### src/asc_pkg.sv
// Constants and types shared by the asynchronous serial channel
package asc_pkg;
	// Register indices; the byte address is four times the index
	localparam logic [3:0] IDX_DATA = 4'h0;
	localparam logic [3:0] IDX_IER = 4'h1;
	localparam logic [3:0] IDX_IIR = 4'h2;
	localparam logic [3:0] IDX_LCR = 4'h3;
	localparam logic [3:0] IDX_MCR = 4'h4;
	localparam logic [3:0] IDX_LSR = 4'h5;
	localparam logic [3:0] IDX_MSR = 4'h6;
	localparam logic [3:0] IDX_SCR = 4'h7;
	localparam logic [3:0] IDX_IST = 4'h8;
	localparam logic [3:0] IDX_ICLR = 4'h9;
	localparam logic [3:0] IDX_IEN = 4'ha;
	// Values after reset
	localparam logic [15:0] DIV_RST = 16'h000c;
	localparam logic [7:0] LCR_RST = 8'h00;
	localparam logic [4:0] MCR_RST = 5'h00;
	localparam logic [3:0] IER_RST = 4'h0;
	localparam logic [7:0] SCR_RST = 8'h00;
	// Line and modem control field positions
	localparam int LCR_STB = 2;
	localparam int LCR_PEN = 3;
	localparam int LCR_EPS = 4;
	localparam int LCR_STICK = 5;
	localparam int LCR_BRK = 6;
	localparam int LCR_DIVISOR_ACCESS = 7;
	localparam int MCR_LOOP = 4;
	// Oversampling counts, in 16x ticks
	localparam logic [5:0] BIT_TICKS = 6'h10;
	localparam logic [5:0] STOP15_TICKS = 6'h18;
	localparam logic [5:0] STOP2_TICKS = 6'h20;
	localparam logic [3:0] MID_TICK = 4'h7;
	localparam logic [3:0] LAST_TICK = 4'hf;
	// Identification codes, priority order
	localparam logic [7:0] IIR_NONE = 8'h01;
	localparam logic [7:0] IIR_LINE = 8'h06;
	localparam logic [7:0] IIR_RXD = 8'h04;
	localparam logic [7:0] IIR_TX_HOLDING_EMPTY = 8'h02;
	localparam logic [7:0] IIR_MODEM = 8'h00;
	typedef enum logic [4:0] {
		TX_IDLE = 5'b00001,
		TX_START = 5'b00010,
		TX_DATA = 5'b00100,
		TX_PAR = 5'b01000,
		TX_STOP = 5'b10000
	} asc_tx_st_t;
	typedef enum logic [4:0] {
		RX_IDLE = 5'b00001,
		RX_START = 5'b00010,
		RX_DATA = 5'b00100,
		RX_PAR = 5'b01000,
		RX_STOP = 5'b10000
	} asc_rx_st_t;
endpackage : asc_pkg

### src/asc_serial_channel.sv
// Asynchronous serial channel with AHB-Lite register slave
// Function
// - Frame: start, 5-8 data, parity, stop
// - Long stop: 1.5 for 5-bit, else 2
// - Divisor 1..65535 makes 16x transmit clock
// - Receiver also timed by 16x clock
// - Offset 0: read rx_buffer, write tx_holding
// - Divisor access maps offsets 0,1 to divisor
// - irq_enable bits 0-3 select four sources
// - irq_ident: bit0 low pending, code bits 1-2
// - Length bits: 00 five to 11 eight
// - Stop count, parity, even, stick, break bits
// - line_control bit 7 is divisor access
// - modem_control drives DTR RTS OUT1 OUT2 loop
// - line_status bits 0-4 receive status
// - Bits 5,6 holding and shifter empty
// - modem_status bits 0-3 change flags
// - modem_status bits 4-7 current levels
//
// Our own choice: register access over AHB-Lite.
`timescale 1ns/10ps
`default_nettype none
module asc_serial_channel
	import asc_pkg::*;
(
	// Clock and reset
	input wire logic sys_clk,
	input wire logic nrst,
	// AHB-Lite slave
	input wire logic hsel,
	input wire logic [31:0] haddr,
	input wire logic [1:0] htrans,
	input wire logic hwrite,
	input wire logic [2:0] hsize,
	input wire logic hready,
	input wire logic [31:0] hwdata,
	output logic [31:0] hrdata,
	output logic hreadyout,
	output logic hresp,
	// Serial line and modem pins
	input wire logic rxd,
	input wire logic cts,
	input wire logic dsr,
	input wire logic ri,
	input wire logic dcd,
	output logic txd,
	output logic dtr,
	output logic rts,
	output logic out1,
	output logic out2,
	// Interrupt
	output logic irq
);
	logic [1:0] rst_sync_r;
	logic rst_n;
	logic [4:0] pin_q1_r, pin_q2_r;
	logic ap_ok, rd_ap, wr_dp_r;
	logic [3:0] idx, wr_idx_r;
	logic [7:0] wd, rd_val, iir_val;
	logic [15:0] div_r;
	logic [15:0] bcnt_r;
	logic tick;
	logic [7:0] lcr_r, scr_r, thr_r, tsh_r, rbr_r, rsh_r;
	logic [4:0] mcr_r;
	logic [3:0] ier_r, ist_r, ien_r, lvl, lvl_prev_r, delta_r;
	logic thr_full_r, tx_holding_empty_irq_r, dr_r, oe_r, pe_r, fe_r, bi_r;
	logic loop, divisor_access, rx_in, tx_bit, txd_r, rx_done, tsr_load, ms_set, le_set;
	logic [3:0] ev;
	logic [5:0] tcnt_r, stop_len;
	logic [2:0] tbit_r, rbit_r, last_bit;
	logic [3:0] rcnt_r;
	logic rpar_r;
	asc_tx_st_t tx_st_r;
	asc_rx_st_t rx_st_r;

	// Parity bit for the active length, shared by both directions
	function automatic logic par_bit(input logic [7:0] d, input logic [7:0] l);
		logic [7:0] m;
		m = d & (8'hff >> (2'd3 - l[1:0]));
		if (l[LCR_STICK])
			par_bit = ~l[LCR_EPS];
		else
			par_bit = l[LCR_EPS] ? ^m : ~^m;
	endfunction : par_bit

	// Reset release through two flops
	always_ff @(posedge sys_clk or negedge nrst)
	begin
		if (!nrst)
			rst_sync_r <= 2'b00;
		else
			rst_sync_r <= {rst_sync_r[0], 1'b1};
	end
	assign rst_n = rst_sync_r[1];

	// Pin synchronisers; only the second stage is read
	always_ff @(posedge sys_clk or negedge rst_n)
	begin
		// Reset to idle levels (line high, modem lines off) so no false change follows reset
		if (!rst_n)
		begin
			pin_q1_r <= 5'h10;
			pin_q2_r <= 5'h10;
		end
		else
		begin
			pin_q1_r <= {rxd, dcd, ri, dsr, cts};
			pin_q2_r <= pin_q1_r;
		end
	end

	assign loop = mcr_r[MCR_LOOP];
	assign divisor_access = lcr_r[LCR_DIVISOR_ACCESS];
	// Loopback feeds transmit line and modem outputs back inside
	assign rx_in = loop ? txd_r : pin_q2_r[4];
	assign lvl = loop ? {mcr_r[3], mcr_r[2], mcr_r[0], mcr_r[1]} : pin_q2_r[3:0];
	assign last_bit = {1'b1, lcr_r[1:0]} - 3'd4 + 3'd4;
	assign stop_len = !lcr_r[LCR_STB] ? BIT_TICKS :
		(lcr_r[1:0] == 2'b00 ? STOP15_TICKS : STOP2_TICKS);

	// Bus decode; zero wait states, always OKAY
	assign ap_ok = hsel && htrans[1] && hready;
	assign rd_ap = ap_ok && !hwrite;
	assign idx = haddr[5:2];
	assign wd = hwdata[7:0];
	assign hreadyout = 1'b1;
	assign hresp = 1'b0;

	always_ff @(posedge sys_clk or negedge rst_n)
	begin
		if (!rst_n)
		begin
			wr_dp_r <= 1'b0;
			wr_idx_r <= 4'h0;
		end
		else
		begin
			wr_dp_r <= ap_ok && hwrite;
			wr_idx_r <= idx;
		end
	end

	// Identification code in fixed priority
	always_comb
	begin
		if (ier_r[2] && (oe_r || pe_r || fe_r || bi_r))
			iir_val = IIR_LINE;
		else if (ier_r[0] && dr_r)
			iir_val = IIR_RXD;
		else if (ier_r[1] && tx_holding_empty_irq_r)
			iir_val = IIR_TX_HOLDING_EMPTY;
		else if (ier_r[3] && |delta_r)
			iir_val = IIR_MODEM;
		else
			iir_val = IIR_NONE;
	end

	// Read mux, sampled in the address phase
	always_comb
	begin
		unique case (idx)
			IDX_DATA: rd_val = divisor_access ? div_r[7:0] : rbr_r;
			IDX_IER: rd_val = divisor_access ? div_r[15:8] : {4'h0, ier_r};
			IDX_IIR: rd_val = iir_val;
			IDX_LCR: rd_val = lcr_r;
			IDX_MCR: rd_val = {3'b000, mcr_r};
			IDX_LSR: rd_val = {1'b0, thr_full_r ? 1'b0 : tx_st_r == TX_IDLE, ~thr_full_r,
				bi_r, fe_r, pe_r, oe_r, dr_r};
			IDX_MSR: rd_val = {lvl[3], lvl[2], lvl[1], lvl[0], delta_r};
			IDX_SCR: rd_val = scr_r;
			IDX_IST: rd_val = {4'h0, ist_r};
			IDX_IEN: rd_val = {4'h0, ien_r};
			default: rd_val = 8'h00;
		endcase
	end

	always_ff @(posedge sys_clk or negedge rst_n)
	begin
		if (!rst_n)
			hrdata <= 32'h0;
		else if (rd_ap)
			hrdata <= {24'h0, rd_val};
	end

	// Software control registers
	always_ff @(posedge sys_clk or negedge rst_n)
	begin
		if (!rst_n)
		begin
			div_r <= DIV_RST;
			ier_r <= IER_RST;
			lcr_r <= LCR_RST;
			mcr_r <= MCR_RST;
			scr_r <= SCR_RST;
			ien_r <= IER_RST;
		end
		else if (wr_dp_r)
		begin
			unique case (wr_idx_r)
				IDX_DATA: if (divisor_access) div_r[7:0] <= wd;
				IDX_IER: if (divisor_access) div_r[15:8] <= wd; else ier_r <= wd[3:0];
				IDX_LCR: lcr_r <= wd;
				IDX_MCR: mcr_r <= wd[4:0];
				IDX_SCR: scr_r <= wd;
				IDX_IEN: ien_r <= wd[3:0];
				default: ;
			endcase
		end
	end

	// Baud counter: one tick every divisor cycles; zero acts as one
	always_ff @(posedge sys_clk or negedge rst_n)
	begin
		if (!rst_n)
			bcnt_r <= 16'h0;
		else if (tick)
			bcnt_r <= 16'h0;
		else
			bcnt_r <= bcnt_r + 16'h1;
	end
	assign tick = (bcnt_r + 16'h1 >= div_r);

	// Holding register; a write wins over the shifter's load
	assign tsr_load = (tx_st_r == TX_IDLE) && thr_full_r;
	always_ff @(posedge sys_clk or negedge rst_n)
	begin
		if (!rst_n)
		begin
			thr_r <= 8'h0;
			thr_full_r <= 1'b0;
			tx_holding_empty_irq_r <= 1'b0;
		end
		else
		begin
			if (wr_dp_r && wr_idx_r == IDX_DATA && !divisor_access)
			begin
				thr_r <= wd;
				thr_full_r <= 1'b1;
				tx_holding_empty_irq_r <= 1'b0;
			end
			else if (tsr_load)
			begin
				thr_full_r <= 1'b0;
				tx_holding_empty_irq_r <= 1'b1;
			end
			else if (rd_ap && idx == IDX_IIR && iir_val == IIR_TX_HOLDING_EMPTY)
				tx_holding_empty_irq_r <= 1'b0;
		end
	end

	// Transmit framer, stepping on 16x ticks
	always_ff @(posedge sys_clk or negedge rst_n)
	begin
		if (!rst_n)
		begin
			tx_st_r <= TX_IDLE;
			tsh_r <= 8'h0;
			tcnt_r <= 6'h0;
			tbit_r <= 3'h0;
		end
		else
		begin
			unique case (tx_st_r)
				TX_IDLE: if (tsr_load)
				begin
					tsh_r <= thr_r;
					tcnt_r <= 6'h0;
					tbit_r <= 3'h0;
					tx_st_r <= TX_START;
				end
				TX_START, TX_DATA, TX_PAR: if (tick)
				begin
					tcnt_r <= tcnt_r + 6'h1;
					if (tcnt_r == BIT_TICKS - 6'h1)
					begin
						tcnt_r <= 6'h0;
						if (tx_st_r == TX_START)
							tx_st_r <= TX_DATA;
						else if (tx_st_r == TX_DATA && tbit_r != last_bit)
							tbit_r <= tbit_r + 3'h1;
						else if (tx_st_r == TX_DATA && lcr_r[LCR_PEN])
							tx_st_r <= TX_PAR;
						else
							tx_st_r <= TX_STOP;
					end
				end
				TX_STOP: if (tick)
				begin
					tcnt_r <= tcnt_r + 6'h1;
					if (tcnt_r == stop_len - 6'h1)
						tx_st_r <= TX_IDLE;
				end
			endcase
		end
	end

	// Line level for the current bit
	always_comb
	begin
		unique case (tx_st_r)
			TX_START: tx_bit = 1'b0;
			TX_DATA: tx_bit = tsh_r[tbit_r];
			TX_PAR: tx_bit = par_bit(tsh_r, lcr_r);
			default: tx_bit = 1'b1;
		endcase
	end

	// Pin outputs; in loopback the line idles and modem outputs drop
	always_ff @(posedge sys_clk or negedge rst_n)
	begin
		if (!rst_n)
		begin
			txd_r <= 1'b1;
			txd <= 1'b1;
			{out2, out1, rts, dtr} <= 4'h0;
		end
		else
		begin
			txd_r <= tx_bit && !lcr_r[LCR_BRK];
			// Pin copy from its own flop; loopback holds the line at mark
			txd <= loop || (tx_bit && !lcr_r[LCR_BRK]);
			{out2, out1, rts, dtr} <= loop ? 4'h0 : mcr_r[3:0];
		end
	end

	// Receive framer, mid-bit sampling on 16x ticks
	always_ff @(posedge sys_clk or negedge rst_n)
	begin
		if (!rst_n)
		begin
			rx_st_r <= RX_IDLE;
			rcnt_r <= 4'h0;
			rbit_r <= 3'h0;
			rsh_r <= 8'h0;
			rpar_r <= 1'b0;
		end
		else if (rx_st_r == RX_IDLE)
		begin
			rcnt_r <= 4'h0;
			if (!rx_in)
				rx_st_r <= RX_START;
		end
		else if (tick)
		begin
			rcnt_r <= rcnt_r + 4'h1;
			unique case (rx_st_r)
				RX_START: if (rcnt_r == MID_TICK)
				begin
					rcnt_r <= 4'h0;
					rbit_r <= 3'h0;
					rsh_r <= 8'h0;
					rx_st_r <= rx_in ? RX_IDLE : RX_DATA;
				end
				RX_DATA: if (rcnt_r == LAST_TICK)
				begin
					rsh_r[rbit_r] <= rx_in;
					rbit_r <= rbit_r + 3'h1;
					if (rbit_r == last_bit)
						rx_st_r <= lcr_r[LCR_PEN] ? RX_PAR : RX_STOP;
				end
				RX_PAR: if (rcnt_r == LAST_TICK)
				begin
					rpar_r <= rx_in;
					rx_st_r <= RX_STOP;
				end
				RX_STOP: if (rcnt_r == LAST_TICK)
					rx_st_r <= RX_IDLE;
				default: rx_st_r <= RX_IDLE;
			endcase
		end
	end
	assign rx_done = tick && rx_st_r == RX_STOP && rcnt_r == LAST_TICK;

	// Line status; a new byte or error wins over the read that clears it
	assign le_set = rx_done && (dr_r || !rx_in ||
		(lcr_r[LCR_PEN] && rpar_r != par_bit(rsh_r, lcr_r)));
	always_ff @(posedge sys_clk or negedge rst_n)
	begin
		if (!rst_n)
		begin
			rbr_r <= 8'h0;
			{bi_r, fe_r, pe_r, oe_r, dr_r} <= 5'h0;
		end
		else
		begin
			if (rd_ap && idx == IDX_DATA && !divisor_access)
				dr_r <= 1'b0;
			if (rd_ap && idx == IDX_LSR)
				{bi_r, fe_r, pe_r, oe_r} <= 4'h0;
			if (rx_done)
			begin
				rbr_r <= rsh_r;
				dr_r <= 1'b1;
				if (dr_r)
					oe_r <= 1'b1;
				if (lcr_r[LCR_PEN] && rpar_r != par_bit(rsh_r, lcr_r))
					pe_r <= 1'b1;
				if (!rx_in)
					fe_r <= 1'b1;
				if (!rx_in && rsh_r == 8'h0 && !(lcr_r[LCR_PEN] && rpar_r))
					bi_r <= 1'b1;
			end
		end
	end

	// Modem change flags; a change wins over the clearing read
	assign ms_set = (lvl[0] != lvl_prev_r[0]) || (lvl[1] != lvl_prev_r[1]) ||
		(lvl_prev_r[2] && !lvl[2]) || (lvl[3] != lvl_prev_r[3]);
	always_ff @(posedge sys_clk or negedge rst_n)
	begin
		if (!rst_n)
		begin
			lvl_prev_r <= 4'h0;
			delta_r <= 4'h0;
		end
		else
		begin
			lvl_prev_r <= lvl;
			delta_r <= (rd_ap && idx == IDX_MSR ? 4'h0 : delta_r) |
				{lvl[3] ^ lvl_prev_r[3], lvl_prev_r[2] & ~lvl[2],
				lvl[1] ^ lvl_prev_r[1], lvl[0] ^ lvl_prev_r[0]};
		end
	end

	// Sticky event bits, enable mask, level interrupt
	assign ev = {ms_set, le_set, tsr_load, rx_done};
	always_ff @(posedge sys_clk or negedge rst_n)
	begin
		if (!rst_n)
		begin
			ist_r <= 4'h0;
			irq <= 1'b0;
		end
		else
		begin
			ist_r <= (wr_dp_r && wr_idx_r == IDX_ICLR ? ist_r & ~wd[3:0] : ist_r) | ev;
			irq <= |(ist_r & ien_r);
		end
	end

	// Checks
	property p_iir_pending;
		@(posedge sys_clk) disable iff (!rst_n)
		(ier_r[0] && dr_r) |-> (!iir_val[0] && iir_val[7:3] == 5'h0);
	endproperty
	a_iir_pending: assert property (p_iir_pending) else $error("iir not pending");
	property p_line_first;
		@(posedge sys_clk) disable iff (!rst_n)
		(ier_r[2] && oe_r) |-> iir_val == IIR_LINE;
	endproperty
	a_line_first: assert property (p_line_first) else $error("line status not first");
	property p_dr_set;
		@(posedge sys_clk) disable iff (!rst_n)
		rx_done |=> dr_r && rbr_r == $past(rsh_r);
	endproperty
	a_dr_set: assert property (p_dr_set) else $error("byte not delivered");
	property p_thr_write;
		@(posedge sys_clk) disable iff (!rst_n)
		(wr_dp_r && wr_idx_r == IDX_DATA && !divisor_access) |=> thr_full_r;
	endproperty
	a_thr_write: assert property (p_thr_write) else $error("holding not full");
	property p_tick_gap;
		@(posedge sys_clk) disable iff (!rst_n)
		(tick && div_r == 16'h3 && $stable(div_r)) |=> !tick [*2] ##1 tick;
	endproperty
	a_tick_gap: assert property (p_tick_gap) else $error("baud period wrong");
	property p_break;
		@(posedge sys_clk) disable iff (!rst_n)
		(lcr_r[LCR_BRK] && !loop) |=> !txd;
	endproperty
	a_break: assert property (p_break) else $error("break not driven");
	property p_loop;
		@(posedge sys_clk) disable iff (!rst_n)
		loop |=> txd && !dtr && !rts;
	endproperty
	a_loop: assert property (p_loop) else $error("loop leaks to pins");
	property p_div_read;
		@(posedge sys_clk) disable iff (!rst_n)
		(rd_ap && idx == IDX_DATA && divisor_access) |=> hrdata[7:0] == $past(div_r[7:0]);
	endproperty
	a_div_read: assert property (p_div_read) else $error("divisor read wrong");
	property p_start_bit;
		@(posedge sys_clk) disable iff (!rst_n)
		(tx_st_r == TX_START && !lcr_r[LCR_BRK] && !loop) |=> !txd;
	endproperty
	a_start_bit: assert property (p_start_bit) else $error("start bit not low");
	c_tx_frame: cover property (@(posedge sys_clk) tx_st_r == TX_STOP ##1 tx_st_r == TX_IDLE);
	c_rx_byte: cover property (@(posedge sys_clk) rx_done);
	c_overrun: cover property (@(posedge sys_clk) oe_r);
	c_irq: cover property (@(posedge sys_clk) $rose(irq));
endmodule : asc_serial_channel
`default_nettype wire

### config.mk
export PLATFORM = sky130hd
export DESIGN_NAME = asc_serial_channel
export DESIGN_NICKNAME = d
export VERILOG_FILES = /design/src/asc_pkg.sv /design/src/asc_serial_channel.sv
export SDC_FILE = /design/constraint.sdc
export NUM_CORES = 1
export LEC_CHECK = 0
export BUFFER_PORTS_ARGS = -buffer_cell sky130_fd_sc_hd__buf_2
export CAP_MARGIN = 20
export CORE_MARGIN = 10
export CORE_UTILIZATION = 55
export CTS_BUF_LIST = sky130_fd_sc_hd__clkbuf_4 sky130_fd_sc_hd__clkbuf_8 sky130_fd_sc_hd__clkbuf_16
export CTS_CLUSTER_SIZE = 14
export DETAILED_ROUTE_END_ITERATION = 8
export PLACE_DENSITY_LB_ADDON = 0.1
export SLEW_MARGIN = 0
export SYNTH_ARGS = -nofsm -noshare
export SYNTH_HDL_FRONTEND = slang
export SYNTH_SLANG_ARGS = --single-unit
### constraint.sdc
create_clock -name sys_clk -period 6.7 [get_ports sys_clk]
set_input_delay 0.335 -clock sys_clk [delete_from_list [all_inputs] [get_ports sys_clk]]
set_output_delay 0.335 -clock sys_clk [all_outputs]
set_load 0.005 [all_outputs]
==> results.json <==
{
  "coreArea_um2": 15900,
  "outcome": "finished clean",
  "ys_warn_count": 0,
  "maxCapViolations": 0,
  "clock-root-buffer": "clkbuf_16",
  "p_leak_nw": 4.35,
  "power_density_nw_per_um2": 248,
  "yosysSeqAreaShare": 0.479,
  "synth_cell_type_count": 78,
  "cts_buffers": 17,
  "initial_core_util": 0.561,
  "wl_per_cell_um": 19.8,
  "routabilityCongestion": 0.964,
  "die_y_um": 148,
  "pin_count": 119,
  "setup_viol": 0,
  "post_cts_buffers": 0,
  "ant_nets": 0,
  "cts.sinks": 171,
  "final_nets": 946,
  "cts_tree": "done",
  "portBuffers": 36,
  "dp_hpwl_um": 15400,
  "area_delta_synth_final_pct": 9.87,
  "first_global_vias": 6299,
  "critPathMaxFanout": 35,
  "drc": 0,
  "worstMarginPinSlew_ns": 1.08,
  "slew_violations": 0,
  "clock_skew_ns": 0.0131,
  "worstSetupStartpointType": "register",
  "reg2regPathDepth": 12,
  "grt_pass1_wl_um": 34500,
  "htreeDepth": 4,
  "holdCritPathClass": "in -> reg",
  "drive_gt1_frac": 0.201,
  "synthesis.area_um2": 8950,
  "min_path_cells": 3,
  "antenna_found_initial": 0,
  "grt_usage": 0.199,
  "fin_cells": 1073,
  "dieWidth_um": 148,
  "wirelength_um": 21200,
  "crit_type": "reg -> reg",
  "drt_iter0_drc": 404,
  "fp.dieArea_um2": 21800,
  "synth_ff_type": "dfrtp_1",
  "synth_top_cells_by_area": "dfrtp_1, mux2_2, ha_1",
  "avgSynthCellArea_um2": 10.9,
  "synthCells": 818,
  "antenna_cells": 0,
  "vias": 6402,
  "async_flop_share": 1.00,
  "rows": 46,
  "hold_viol": 0,
  "synth-seq-cells": 171,
  "via_per_inst": 5.97,
  "dr.pass1.iters": 5,
  "min_period_ns": 4.43,
  "cts_buffer_depth": 2,
  "grt_overflow": 0,
  "cts.clk_slew.worst_paths_ns": 0.06,
  "cp.required_ns": 7.00,
  "postCtsResizedCells": 0,
  "worstPathArrival_ns": 4.73,
  "dp.cells": 1035,
  "synth_largest_area_cell": "dfrtp_1",
  "clock_latency_ns": 0.43,
  "max-vdd-ir-drop_mv": 0.168,
  "rsz0062_at_grt": "no",
  "yosys.area.top_type_share": 0.456,
  "max_freq_mhz": 226,
  "grt_max_degree": 66,
  "maxSlewHeadroom": 0.280,
  "fin_tns_setup_ns": 0,
  "period_share": 0.661,
  "cp-end-kind": "register",
  "synth_edf_count": 0
}
-- what timing repair did --
item	4_1_cts	5_1_grt
hold endpoints to repair	6	1
endpoints found under the setup margin	0	0
hold buffers	5	1
-- per-layer routing --
metal,wire length (um),GRT usage,vias up,share of wire
li1,-,-,2992,-
met1,9070,0.254,3193,0.43
met2,10200,0.318,197,0.48
met3,1630,0.0644,20,0.077
met4,316,0.0510,0,0.015
met5,0,0,-,0
-- synthesized netlist by cell type (10+ instances only) --
cell type / instances
dfrtp_1: 163
mux2_2: 70
nand2_1: 57
nor2_1: 40
inv_1: 37
o21ai_0: 27
buf_4: 26
ha_1: 23
nand3_1: 23
clkbuf_1: 22
mux2i_1: 20
a21oi_1: 19
and2_1: 19
xnor2_1: 18
xor2_1: 15
o31ai_1: 14
a31oi_1: 12
nor3_1: 11
nand4_1: 10
nor2b_1: 10
-- layout by cell type, fill, tap and decap left out, types with 5 or more instances in the layout --
| master | synthesis | layout |
|---|---|---|
| nor2b_1 | 10 | 10 |
| o211ai_1 | 6 | 6 |
| and2_1 | 19 | 19 |
| a22oi_1 | 5 | 5 |
| dfrtp_1 | 163 | 162 |
| conb_1 | 2 | 27 |
| and3_1 | 9 | 9 |
| o31ai_1 | 14 | 14 |
| a31oi_1 | 12 | 12 |
| o41ai_1 | 8 | 8 |
| a21o_1 | 8 | 8 |
| clkbuf_16 | 0 | 17 |
| ha_1 | 23 | 23 |
| o21ai_0 | 27 | 27 |
| nand2_1 | 57 | 57 |
| mux2_4 | 5 | 5 |
| inv_1 | 37 | 37 |
| mux2i_1 | 20 | 20 |
| xnor2_1 | 18 | 18 |
| buf_2 | 5 | 36 |
| nor3_1 | 11 | 11 |
| nand3b_1 | 6 | 6 |
| nand2b_1 | 6 | 6 |
| dfstp_2 | 8 | 8 |
| nor3b_1 | 5 | 5 |
| nand4_1 | 10 | 10 |
| nand3_1 | 23 | 23 |
| nor2_1 | 40 | 40 |
| dlygate4sd3_1 | 0 | 6 |
| a21oi_1 | 19 | 19 |
| a21boi_0 | 6 | 6 |
| xor2_1 | 15 | 15 |
| o22ai_1 | 6 | 6 |
| a22o_1 | 7 | 7 |
| mux2_2 | 70 | 70 |
-- worst paths after layout --
path / from / to / slack (ns)
setup / recovery: bcnt_r[0] / rbr_r[1] / 2.27
hold / removal: hwrite / wr_dp_r / 0.18
setup reg to reg: bcnt_r[0] / rbr_r[1] / 2.27
hold reg to reg: rst_sync_r[1] / tsh_r[3] / 0.35
max in group asynchronous: rst_sync_r[1] / hrdata[7] / 5.10
min in group asynchronous: nrst / rst_sync_r[1] / 0.22
-- worst max-delay path: stages, from the launching register on --
cell       delay (ns)
dfrtp_1          0.44
ha_1             0.25
and3_1           0.25
and3_1           0.21
nand3_1          0.10
xnor2_1          0.21
ha_1             0.28
and4_1           0.18
o2111ai_1        0.11
a2bb2oi_1        0.50
a21o_1           0.91
or3_1            0.51
mux2_4           0.34
-- layout make-up --
type | count | area, um2
fillers | 1288 | 6110
flip-flops and latches | 171 | 4290
multi-input cells | 573 | 4270
clock buffers | 20 | 467
well taps | 216 | 270
repair buffers | 44 | 255
clock inverters | 12 | 139
inverters | 37 | 139
-- logic make-up after synthesis --
| group | share of synthesized area |
|---|---|
| buffers and inverters | 0.0541 |
| xor gates and xnor gates | 0.0348 |
| muxes | 0.134 |
| other | 0.000839 |
| adders and majority gates | 0.0322 |
| DFF | 0.479 |
| and+or+nand+nor | 0.130 |
| AOI/OAI and AO/OA | 0.135 |
-- flip-flops by register name (all words and copies together), names as in the netlist, 6 cells and up --
name,count
tcnt_r,6
rbr_r,8
bcnt_r,16
scr_r,8
lcr_r,8
div_r,16
hrdata,8
tsh_r,8
thr_r,8
rsh_r,8
-- where the power goes --
part | leakage, nW | internal, mW | total [mW] | switching [mW]
registers | 2.12 | 1.10 | 1.18 | 0.0721
logic | 1.94 | 0.128 | 0.262 | 0.135
clock network | 0.291 | 0.583 | 0.999 | 0.416
total | 4.35 | 1.81 | 2.44 | 0.623
-- stage by stage --
stage / worst slack (ns) / area, um2 / utilization / power (mW) / hold slack (ns)
final: 2.27 / 9830 / 0.617 / 2.44 / 0.178
after detailed placement: 2.30 / 9170 / 0.575 / 1.46 / 0.122
after global routing: 1.95 / 9830 / 0.617 / 2.54 / 0.182
after global placement: 2.45 / 9170 / 0.575 / 1.44 / 0.119
after floorplan: 1.60 / 9040 / - / 1.37 / 0.0394
after CTS: 2.28 / 9820 / 0.616 / 2.46 / 0.000718
Note: power is estimated with default switching activity, not from simulation.
